## config.mk

```make
export PLATFORM = sky130hd
export DESIGN_NAME = ivp_top
export DESIGN_NICKNAME = d
export VERILOG_FILES = /design/src/logic/ivp_pkg.sv /design/src/logic/ivp_first_set.sv /design/src/logic/ivp_top.sv
export SDC_FILE = /design/constraint.sdc
export NUM_CORES = 1
export LEC_CHECK = 0
export ABC_AREA = 1
export BUFFER_PORTS_ARGS = -buffer_cell sky130_fd_sc_hd__buf_2
export CAP_MARGIN = 20
export CELL_PAD_IN_SITES_DETAIL_PLACEMENT = 1
export CELL_PAD_IN_SITES_GLOBAL_PLACEMENT = 2
export CORE_ASPECT_RATIO = 2
export CORE_MARGIN = 2
export CORE_UTILIZATION = 29
export DETAILED_ROUTE_END_ITERATION = 7
export PLACE_DENSITY = 0.91
export SETUP_SLACK_MARGIN = 0.15
export SKIP_CTS_REPAIR_TIMING = 1
export SLEW_MARGIN = 20
export SYNTH_ARGS = -nofsm -noshare
export SYNTH_HDL_FRONTEND = slang
export SYNTH_SLANG_ARGS = --single-unit
```

## constraint.sdc

```tcl
create_clock -name clk_i -period 13.9 [get_ports clk_i]
set_input_delay 1.39 -clock clk_i [delete_from_list [all_inputs] [get_ports clk_i]]
set_output_delay 1.39 -clock clk_i [all_outputs]
set_load 0.02 [all_outputs]
```

## src/logic/ivp_pkg.sv

```systemverilog
// ivp_pkg: constants for the interrupt vectoring and priority block.
// assumes a 24-bit core data bus and 2-bit level fields per source group.
package ivp_pkg;

    localparam int N_SRC   = 36;
    localparam int N_EXC   = 6;
    localparam int IDX_W   = 6;
    localparam int N_LEVEL = 3;

    // register addresses in peripheral data space
    localparam logic [23:0] ADDR_CORE_LEVEL = 24'h0FFFFF;
    localparam logic [23:0] ADDR_PERI_LEVEL = 24'h0FFFFE;

    // implemented bits; the rest read as zero
    localparam logic [23:0] CORE_LEVEL_MASK = 24'h0000FF;
    localparam logic [23:0] PERI_LEVEL_MASK = 24'h3FFFFF;
    localparam logic [23:0] CORE_LEVEL_RST  = 24'h000000;
    localparam logic [23:0] PERI_LEVEL_RST  = 24'h000000;

    // level field: 0 disables the source, 1..3 mean level 0..2
    localparam int          LVL_FIELD_W = 2;
    localparam logic [1:0]  LVL_CODE_OFF = 2'h0;
    localparam logic [1:0]  LEVEL_NMI    = 2'h3;
    localparam int          N_CORE_GRP   = 4;

    // level-3 slots are two apart from offset 0; 6 and 7 stay reserved
    localparam logic [6:0]  SLOT_RSV_A = 7'h06;
    localparam logic [6:0]  SLOT_RSV_B = 7'h07;

    typedef logic [7:0] ivp_off_t;
    typedef logic [3:0] ivp_grp_t;

    // maskable sources in fixed priority order, highest first
    localparam ivp_off_t SRC_OFF [N_SRC] = '{
        8'h10, 8'h12, 8'h14, 8'h16,
        8'h18, 8'h1A, 8'h1C, 8'h1E, 8'h20, 8'h22,
        8'h34, 8'h32, 8'h30, 8'h36, 8'h3C, 8'h3E, 8'h3A, 8'h38,
        8'h4C, 8'h4A, 8'h42, 8'h48, 8'h40, 8'h44,
        8'h64, 8'h60, 8'h62,
        8'h28, 8'h2A, 8'h2E,
        8'h56, 8'h54, 8'h5A, 8'h58, 8'h5E, 8'h5C
    };

    // group 0..3 ext lines, 4..9 dma, 10 audio serial, 11 serial host,
    // 12 parallel host, 13 audio transmitter, 14 timer unit
    localparam ivp_grp_t SRC_GRP [N_SRC] = '{
        4'h0, 4'h1, 4'h2, 4'h3,
        4'h4, 4'h5, 4'h6, 4'h7, 4'h8, 4'h9,
        4'hA, 4'hA, 4'hA, 4'hA, 4'hA, 4'hA, 4'hA, 4'hA,
        4'hB, 4'hB, 4'hB, 4'hB, 4'hB, 4'hB,
        4'hC, 4'hC, 4'hC,
        4'hD, 4'hD, 4'hD,
        4'hE, 4'hE, 4'hE, 4'hE, 4'hE, 4'hE
    };

endpackage

```

## src/logic/ivp_first_set.sv

```systemverilog
// ivp_first_set: finds the lowest-numbered set bit of a request vector.
// purely combinational; index 0 is the highest priority.
`timescale 1ns/100ps
module ivp_first_set #(
    parameter int W = 8
) (
    input  wire logic [W-1:0] req_i,
    output logic              found_o,
    output logic [5:0]        index_o
);

    always_comb
    begin
        found_o = 1'b0;
        index_o = 6'h00;
        // scan downward so the lowest set index is left last
        for (int i = W - 1; i >= 0; i--)
        begin
            if (req_i[i])
            begin
                found_o = 1'b1;
                index_o = 6'(i);
            end
        end
    end

endmodule

```

## src/logic/ivp_top.sv

```systemverilog
// ivp_top: interrupt vectoring and fixed-priority arbitration.
// assumes requests are levels synchronous to clk_i, held until served.
`timescale 1ns/100ps

// How it works
// - vector address is vector base plus per-source offset, slots two apart.
// - six exception sources are level 3, never masked, offsets 00 to 0A.
// - offsets 0C and 0E are reserved and never produced.
// - each external and peripheral source gets a level 0 to 2, maskable.
// - same-level maskable requests resolve in one fixed order.
// - audio serial port requests vector to offsets 30 through 3E.
// - serial host port requests vector to 40,42,44,48,4A,4C.
// - parallel host port requests vector to 60, 62 and 64.
// - audio transmitter vectors to 28, 2A, 2E; 2C stays reserved.
// - two level assignment registers at the top of peripheral space.
module ivp_top (
    input  wire logic        clk_i,
    input  wire logic        rst_b_i,
    input  wire logic [23:0] addr_i,
    input  wire logic        wr_i,
    input  wire logic        rd_i,
    input  wire logic [23:0] wdata_i,
    output logic      [23:0] rdata_o,
    input  wire logic [23:0] vector_base_i,
    input  wire logic [1:0]  core_mask_i,
    input  wire logic [5:0]  exc_req_i,
    input  wire logic [35:0] src_req_i,
    output logic             irq_valid_o,
    output logic      [1:0]  priority_level_o,
    output logic      [6:0]  irq_slot_o,
    output logic      [23:0] irq_vector_o
);

    logic [23:0] core_level_assign;
    logic [23:0] peripheral_level_assign;

    // level code of a group from the two assignment registers
    function automatic logic [1:0] field_code(
        input logic [23:0]      core_r,
        input logic [23:0]      peri_r,
        input ivp_pkg::ivp_grp_t grp
    );
        logic [4:0] pos;
        pos = 5'h00;
        if (int'(grp) < ivp_pkg::N_CORE_GRP)
        begin
            pos = 5'(int'(grp) * ivp_pkg::LVL_FIELD_W);
            field_code = core_r[pos +: 2];
        end
        else
        begin
            pos = 5'((int'(grp) - ivp_pkg::N_CORE_GRP)
                     * ivp_pkg::LVL_FIELD_W);
            field_code = peri_r[pos +: 2];
        end
    endfunction

    wire hit_core = (addr_i == ivp_pkg::ADDR_CORE_LEVEL);
    wire hit_peri = (addr_i == ivp_pkg::ADDR_PERI_LEVEL);

    logic [23:0] next_rdata;
    always_comb
    begin
        if (rd_i && hit_core)
            next_rdata = core_level_assign;
        else if (rd_i && hit_peri)
            next_rdata = peripheral_level_assign;
        else
            next_rdata = 24'h000000;
    end

    always_ff @(posedge clk_i)
    begin
        if (!rst_b_i)
        begin
            core_level_assign       <= ivp_pkg::CORE_LEVEL_RST;
            peripheral_level_assign <= ivp_pkg::PERI_LEVEL_RST;
            rdata_o                 <= 24'h000000;
        end
        else
        begin
            if (wr_i && hit_core)
                core_level_assign <= wdata_i & ivp_pkg::CORE_LEVEL_MASK;
            if (wr_i && hit_peri)
                peripheral_level_assign <=
                    wdata_i & ivp_pkg::PERI_LEVEL_MASK;
            rdata_o <= next_rdata;
        end
    end

    // per-level eligible request vectors, already filtered by the mask
    logic [ivp_pkg::N_SRC-1:0] elig [ivp_pkg::N_LEVEL];
    logic [1:0]                src_code [ivp_pkg::N_SRC];

    genvar gs;
    genvar gl;
    generate
        for (gs = 0; gs < ivp_pkg::N_SRC; gs++)
        begin : g_src
            assign src_code[gs] = field_code(core_level_assign,
                peripheral_level_assign, ivp_pkg::SRC_GRP[gs]);
            for (gl = 0; gl < ivp_pkg::N_LEVEL; gl++)
            begin : g_lvl
                // mask value m blocks levels below m; 3 blocks all
                assign elig[gl][gs] = src_req_i[gs]
                    && (src_code[gs] == 2'(gl + 1))
                    && (2'(gl) >= core_mask_i);
            end
        end
    endgenerate

    logic                found_lvl [ivp_pkg::N_LEVEL];
    logic [5:0]          index_lvl [ivp_pkg::N_LEVEL];
    logic                found_exc;
    logic [5:0]          index_exc;

    generate
        for (gl = 0; gl < ivp_pkg::N_LEVEL; gl++)
        begin : g_pick
            ivp_first_set #(.W(ivp_pkg::N_SRC)) u_pick (
                .req_i   (elig[gl]),
                .found_o (found_lvl[gl]),
                .index_o (index_lvl[gl])
            );
        end
    endgenerate

    ivp_first_set #(.W(ivp_pkg::N_EXC)) u_exc (
        .req_i   (exc_req_i),
        .found_o (found_exc),
        .index_o (index_exc)
    );

    logic       next_valid;
    logic [1:0] next_level;
    logic [6:0] next_slot;
    always_comb
    begin
        next_valid = 1'b1;
        next_level = ivp_pkg::LEVEL_NMI;
        next_slot  = 7'h00;
        // exceptions first, then maskable levels high to low
        if (found_exc)
            next_slot = {1'b0, index_exc};
        else if (found_lvl[2])
        begin
            next_level = 2'h2;
            next_slot  = ivp_pkg::SRC_OFF[index_lvl[2]][7:1];
        end
        else if (found_lvl[1])
        begin
            next_level = 2'h1;
            next_slot  = ivp_pkg::SRC_OFF[index_lvl[1]][7:1];
        end
        else if (found_lvl[0])
        begin
            next_level = 2'h0;
            next_slot  = ivp_pkg::SRC_OFF[index_lvl[0]][7:1];
        end
        else
        begin
            next_valid = 1'b0;
            next_level = 2'h0;
        end
    end

    always_ff @(posedge clk_i)
    begin
        if (!rst_b_i)
        begin
            irq_valid_o      <= 1'b0;
            priority_level_o <= 2'h0;
            irq_slot_o       <= 7'h00;
            irq_vector_o     <= 24'h000000;
        end
        else
        begin
            irq_valid_o      <= next_valid;
            priority_level_o <= next_level;
            irq_slot_o       <= next_slot;
            // offset is the slot doubled
            irq_vector_o <= vector_base_i + {16'h0000, next_slot, 1'b0};
        end
    end

    // helpers for checks
    wire only_src0 = (src_req_i == 36'h000000001) && (exc_req_i == 6'h00);
    wire only_dma0 = (src_req_i == 36'h000000010) && (exc_req_i == 6'h00);
    wire only_hcmd = (src_req_i == 36'h001000000) && (exc_req_i == 6'h00);
    wire only_as   = (src_req_i == 36'h00003FC00) && (exc_req_i == 6'h00);

    property p_exc_wins;
        @(posedge clk_i) disable iff (!rst_b_i)
        (exc_req_i != 6'h00) |=> irq_valid_o
            && (priority_level_o == 2'h3) && (irq_slot_o < 7'h06);
    endproperty
    a_exc_wins: assert property (p_exc_wins)
        else $error("exception did not win at level 3");

    property p_no_rsv;
        @(posedge clk_i) disable iff (!rst_b_i)
        irq_valid_o |-> (irq_slot_o != ivp_pkg::SLOT_RSV_A)
            && (irq_slot_o != ivp_pkg::SLOT_RSV_B);
    endproperty
    a_no_rsv: assert property (p_no_rsv)
        else $error("reserved level 3 slot produced");

    property p_vec_sum;
        @(posedge clk_i) disable iff (!rst_b_i)
        ##1 irq_valid_o |-> irq_vector_o ==
            $past(vector_base_i) + {16'h0000, irq_slot_o, 1'b0};
    endproperty
    a_vec_sum: assert property (p_vec_sum)
        else $error("vector is not base plus offset");

    property p_mask_ok;
        @(posedge clk_i) disable iff (!rst_b_i)
        ##1 (irq_valid_o && priority_level_o != 2'h3)
            |-> priority_level_o >= $past(core_mask_i);
    endproperty
    a_mask_ok: assert property (p_mask_ok)
        else $error("masked level was serviced");

    property p_src0_first;
        @(posedge clk_i) disable iff (!rst_b_i)
        (exc_req_i == 6'h00 && src_req_i[0] && src_code[0] == 2'h3
            && core_mask_i != 2'h3)
            |=> irq_valid_o && irq_slot_o == 7'h08
                && priority_level_o == 2'h2;
    endproperty
    a_src0_first: assert property (p_src0_first)
        else $error("line a at top level did not win");

    property p_disabled;
        @(posedge clk_i) disable iff (!rst_b_i)
        (only_src0 && src_code[0] == ivp_pkg::LVL_CODE_OFF) |=> !irq_valid_o;
    endproperty
    a_disabled: assert property (p_disabled)
        else $error("disabled source was forwarded");

    property p_dma0;
        @(posedge clk_i) disable iff (!rst_b_i)
        (only_dma0 && src_code[4] == 2'h3 && core_mask_i != 2'h3)
            |=> irq_slot_o == 7'h0C;
    endproperty
    a_dma0: assert property (p_dma0)
        else $error("dma channel 0 slot wrong");

    property p_hcmd;
        @(posedge clk_i) disable iff (!rst_b_i)
        (only_hcmd && src_code[24] == 2'h3 && core_mask_i != 2'h3)
            |=> irq_slot_o == 7'h32;
    endproperty
    a_hcmd: assert property (p_hcmd)
        else $error("host command slot wrong");

    property p_reg_rd;
        @(posedge clk_i) disable iff (!rst_b_i)
        (wr_i && hit_core) ##1 (rd_i && hit_core && !wr_i)
            |=> rdata_o == ($past(wdata_i, 2) & ivp_pkg::CORE_LEVEL_MASK);
    endproperty
    a_reg_rd: assert property (p_reg_rd)
        else $error("core level register readback wrong");

    property p_peri_rd;
        @(posedge clk_i) disable iff (!rst_b_i)
        (wr_i && hit_peri) ##1 (rd_i && hit_peri && !wr_i)
            |=> rdata_o == ($past(wdata_i, 2) & ivp_pkg::PERI_LEVEL_MASK);
    endproperty
    a_peri_rd: assert property (p_peri_rd)
        else $error("peripheral level register readback wrong");

    // read data stands one cycle only, so a stale word cannot be reread
    property p_rd_idle;
        @(posedge clk_i) disable iff (!rst_b_i)
        !rd_i |=> rdata_o == 24'h000000;
    endproperty
    a_rd_idle: assert property (p_rd_idle)
        else $error("read data shown without a read");

    property p_mask_all;
        @(posedge clk_i) disable iff (!rst_b_i)
        (core_mask_i == 2'h3 && exc_req_i == 6'h00) |=> !irq_valid_o;
    endproperty
    a_mask_all: assert property (p_mask_all)
        else $error("maskable request passed a full mask");

    property p_lvl_order;
        @(posedge clk_i) disable iff (!rst_b_i)
        (!found_exc && !found_lvl[2] && found_lvl[1] && found_lvl[0])
            |=> irq_valid_o && priority_level_o == 2'h1;
    endproperty
    a_lvl_order: assert property (p_lvl_order)
        else $error("lower level won over a higher one");

    property p_as_order;
        @(posedge clk_i) disable iff (!rst_b_i)
        (only_as && src_code[10] == 2'h3 && core_mask_i != 2'h3)
            |=> irq_slot_o == 7'h1A;
    endproperty
    a_as_order: assert property (p_as_order)
        else $error("audio serial receive exception did not win");

endmodule

```

==> metrics.md <==
| Metric | Value |
|---|---|
| Status | `finished, final reports clean` |
| Hold Path Cell Cnt | `2` |
| DRC Markers | `0` |
| RSZ-0062 raised after global routing | `false` |
| R2R Setup Slk | `just under 7000 ps` |
| Count of final setup violators | `0` |
| Global route overflow | `0` |
| Worst-path clk slew | `70 ps` |
| Worst slew margin | `0.437` |
| Iter 0 DRT Violations | `roughly 230` |
| CTS buffer count | `9` |
| Initial antenna violation count | `2` |
| Reg2reg end | `irq_vector_o[23]` |
| Skew-Pair Late Insertion Delay | `350 ps` |
| Largest net degree at the start of global routing | `45` |
| LEAKAGE | `between 4 and 5 nW` |
| Critical Path Start Type | `input port` |
| First-pass GRT wire length | `between 30 and 40 mm` |
| Port Buf Inserts | `172` |
| P per Cell Area | `72.1 mW/mm^2` |
| CTS H-tree depth | `3` |
| Max Fclk | `~0.12 GHz` |
| Vias in the first global route | `8132` |
| Mapped Cells | `between 1k and 1.5k` |
| Die area | `approximately 0.024 sq mm` |
| Routed WL per cell | `around 16 um` |
| Vias | `roughly 7.7k` |
| Global-route usage over all layers | `0.212` |
| Final #Nets | `between 1k and 1.5k` |
| Pwr Total | `573 uW` |
| Share of cells above drive strength 1 | `0.168` |
| Initial Util | `0.294` |
| Dpl cells | `between 1.5k and 2k` |
| Final period util | `0.613` |
| Sequential area share after synthesis | `0.262` |
| Worst EP arrival | `between 8000 and 9000 ps` |
| CP max stage cell | `inv_2` |
| Post-synth EDFFs | `0` |
| CTS tree | `built` |
| Cell family with most CP delay | `simple AND/OR/NAND/NOR gates` |
| Area grow syn2layout | `22.5%` |
| Syn. warnings | `0` |
| Worst-case clock buffer depth | `2` |
| Reg-to-reg startpoint | `peripheral_level_assign[21]` |
| GR Util met1 | `0.179` |
| Worst-path maximum fanout | `31` |
| Via density | `between 4 and 5` |
| Hold Crit Class | `flip-flop to flip-flop` |
| Worst Skew | `roughly 9.5 ps` |
| Worst Hold Path EP | `rdata_o[19]` |
| Crit Path Class | `input port to flip-flop` |
| Final Non-Filler Cells | `1578` |
| Worst Reg-to-Reg Cells | `43` |
| Post-synth ARST share | `0` |
| Buffers and inverters on the worst path | `5` |
| Peak supply drop | `just over 0.08 mV` |
| Top Usage Layer GRT | `met2` |
| I/O pin count | `about 180` |
| Number of synthesized register bits | `85` |
| Clock sinks | `85` |
| Final GP Congestion | `~0.9` |
| Die X | `110 um` |
| Hold_sp | `peripheral_level_assign[19]` |
| Final critical-path required period | `between 8000 and 9000 ps` |
| GR Util met2 | `0.438` |
| Max-cap violations | `0` |
| Post-Syn Area | `0.00649 sq mm` |
| Drt total wl | `~25 mm` |
| 1st-pass router iterations | `4` |
| Setup TNS | `0 ps` |
| Final hold violations | `0` |
| Mean Syn Cell Area | `about 5.7 sq um` |
| HPWL Detailed | `slightly above 20 mm` |
| Critical Path RT | `approximately 14000 ps` |
| CP endpoint kind | `flip-flop` |
| Max-slew violations | `0` |
| CP max stage delay | `470 ps` |
| Root Buffer | `clkbuf_16` |
| Die Ht | `between 200 and 250 um` |
| Detail Route Antenna Nets | `0` |
| Crit-path most repeated cell | `nand2_1` |
| Slew @ Worst Pin | `between 800 and 900 ps` |
| Site row count | `a little under 80` |
| Core Area | `between 0.02 and 0.025 sq mm` |
| Top_reg_cell synth | `dfxtp_1` |
| Met3 GRT Util | `0.0233` |
| Cell variety after synth | `42` |
-- state kept, by name (all words and copies together) (netlist names) --
name	cells
irq_vector_o	24
core_level_assign	8
rdata_o	22
irq_slot_o	6
irq_valid_o	1
priority_level_o	2
peripheral_level_assign	22
-- report_power, final --
part | total [mW] | switching (mW) | internal [mW]
Clock | 0.260 | 0.112 | 0.148
Sequential | 0.249 | 0.00108 | 0.248
Combinational | 0.0638 | 0.0413 | 0.0224
Total | 0.573 | 0.154 | 0.419
-- per-layer routing --
metal / wire [um] / part of all wire / up-vias
met5: 0 / 0 / -
met4: 1460 / 0.059 / 0
met3: 627 / 0.025 / 60
met2: 14400 / 0.58 / 151
met1: 8290 / 0.34 / 3607
li1: - / - / 3899
-- worst max-delay path by stage --
stage / start / end / depth (start not counted)
global placement: core_mask_i[1] / irq_vector_o[23] / 67
CTS: core_mask_i[1] / irq_vector_o[23] / 67
finish: core_mask_i[1] / irq_vector_o[23] / 67
floorplan: core_mask_i[1] / irq_vector_o[23] / 65
detailed placement: core_mask_i[1] / irq_vector_o[23] / 67
global route: core_mask_i[1] / irq_vector_o[23] / 67
-- Yosys cell counts (18+ instances only) --
master | number | area share
nand2_1 | 247 | 0.14
nor3_1 | 73 | 0.056
a211oi_1 | 22 | 0.025
inv_1 | 255 | 0.15
o21ai_0 | 58 | 0.045
ha_1 | 18 | 0.035
a21oi_1 | 48 | 0.037
nor2_1 | 157 | 0.091
nand3_1 | 31 | 0.024
dfxtp_1 | 85 | 0.26
nor4_1 | 19 | 0.018
nand4_1 | 21 | 0.020
-- kinds of logic after synthesis --
group	after synthesis	synth area share
compound gates	171	0.153
fa+ha+maj	19	0.0378
flops	85	0.262
other cells	1	0.000578
buf+inv	289	0.171
simple gates	567	0.376
-- cell usage in the layout, fill, tap and decap left out, types with 18 or more instances in the layout --
cell	synthesis	layout
inv_1	255	255
nand2_1	247	247
buf_2	6	172
nor2_1	157	157
dfxtp_1	85	85
nor3_1	73	73
o21ai_0	58	58
a21oi_1	48	48
nand3_1	31	31
a211oi_1	22	22
nand4_1	21	21
ha_1	18	18
-- cell type report --
class                   count  area, sq um
multi-input cells         760         3700
fillers                  3045        14100
clock buffers              10          239
inverters                 264          992
clock inverters             6         78.8
diodes                      1         2.50
flip-flops and latches     85         1700
well taps                 276          345
repair buffers            176          891
-- per-stage QoR --
stage | utilization | hold slack [ps] | instance area, sq um | setup WS (ps)
final | 0.360 | 491 | 7950 | 5370
after global routing | 0.360 | 523 | 7940 | 4310
after CTS | 0.360 | 488 | 7940 | 5280
after detailed placement | 0.346 | 485 | 7630 | 4940
after global placement | 0.346 | 475 | 7630 | 5230
after floorplan | - | 457 | 6490 | 7230
-- worst register-to-register path, delay by kind of cell, from the launching register on --
family / cells / cell delay, ps
adders and majority gates: 2 / 600
DFF: 1 / 400
AOI/OAI and AO/OA: 17 / 2970
and+or+nand+nor: 20 / 2690
buffers and inverters: 4 / 430
(Power assumes the default switching activity.)
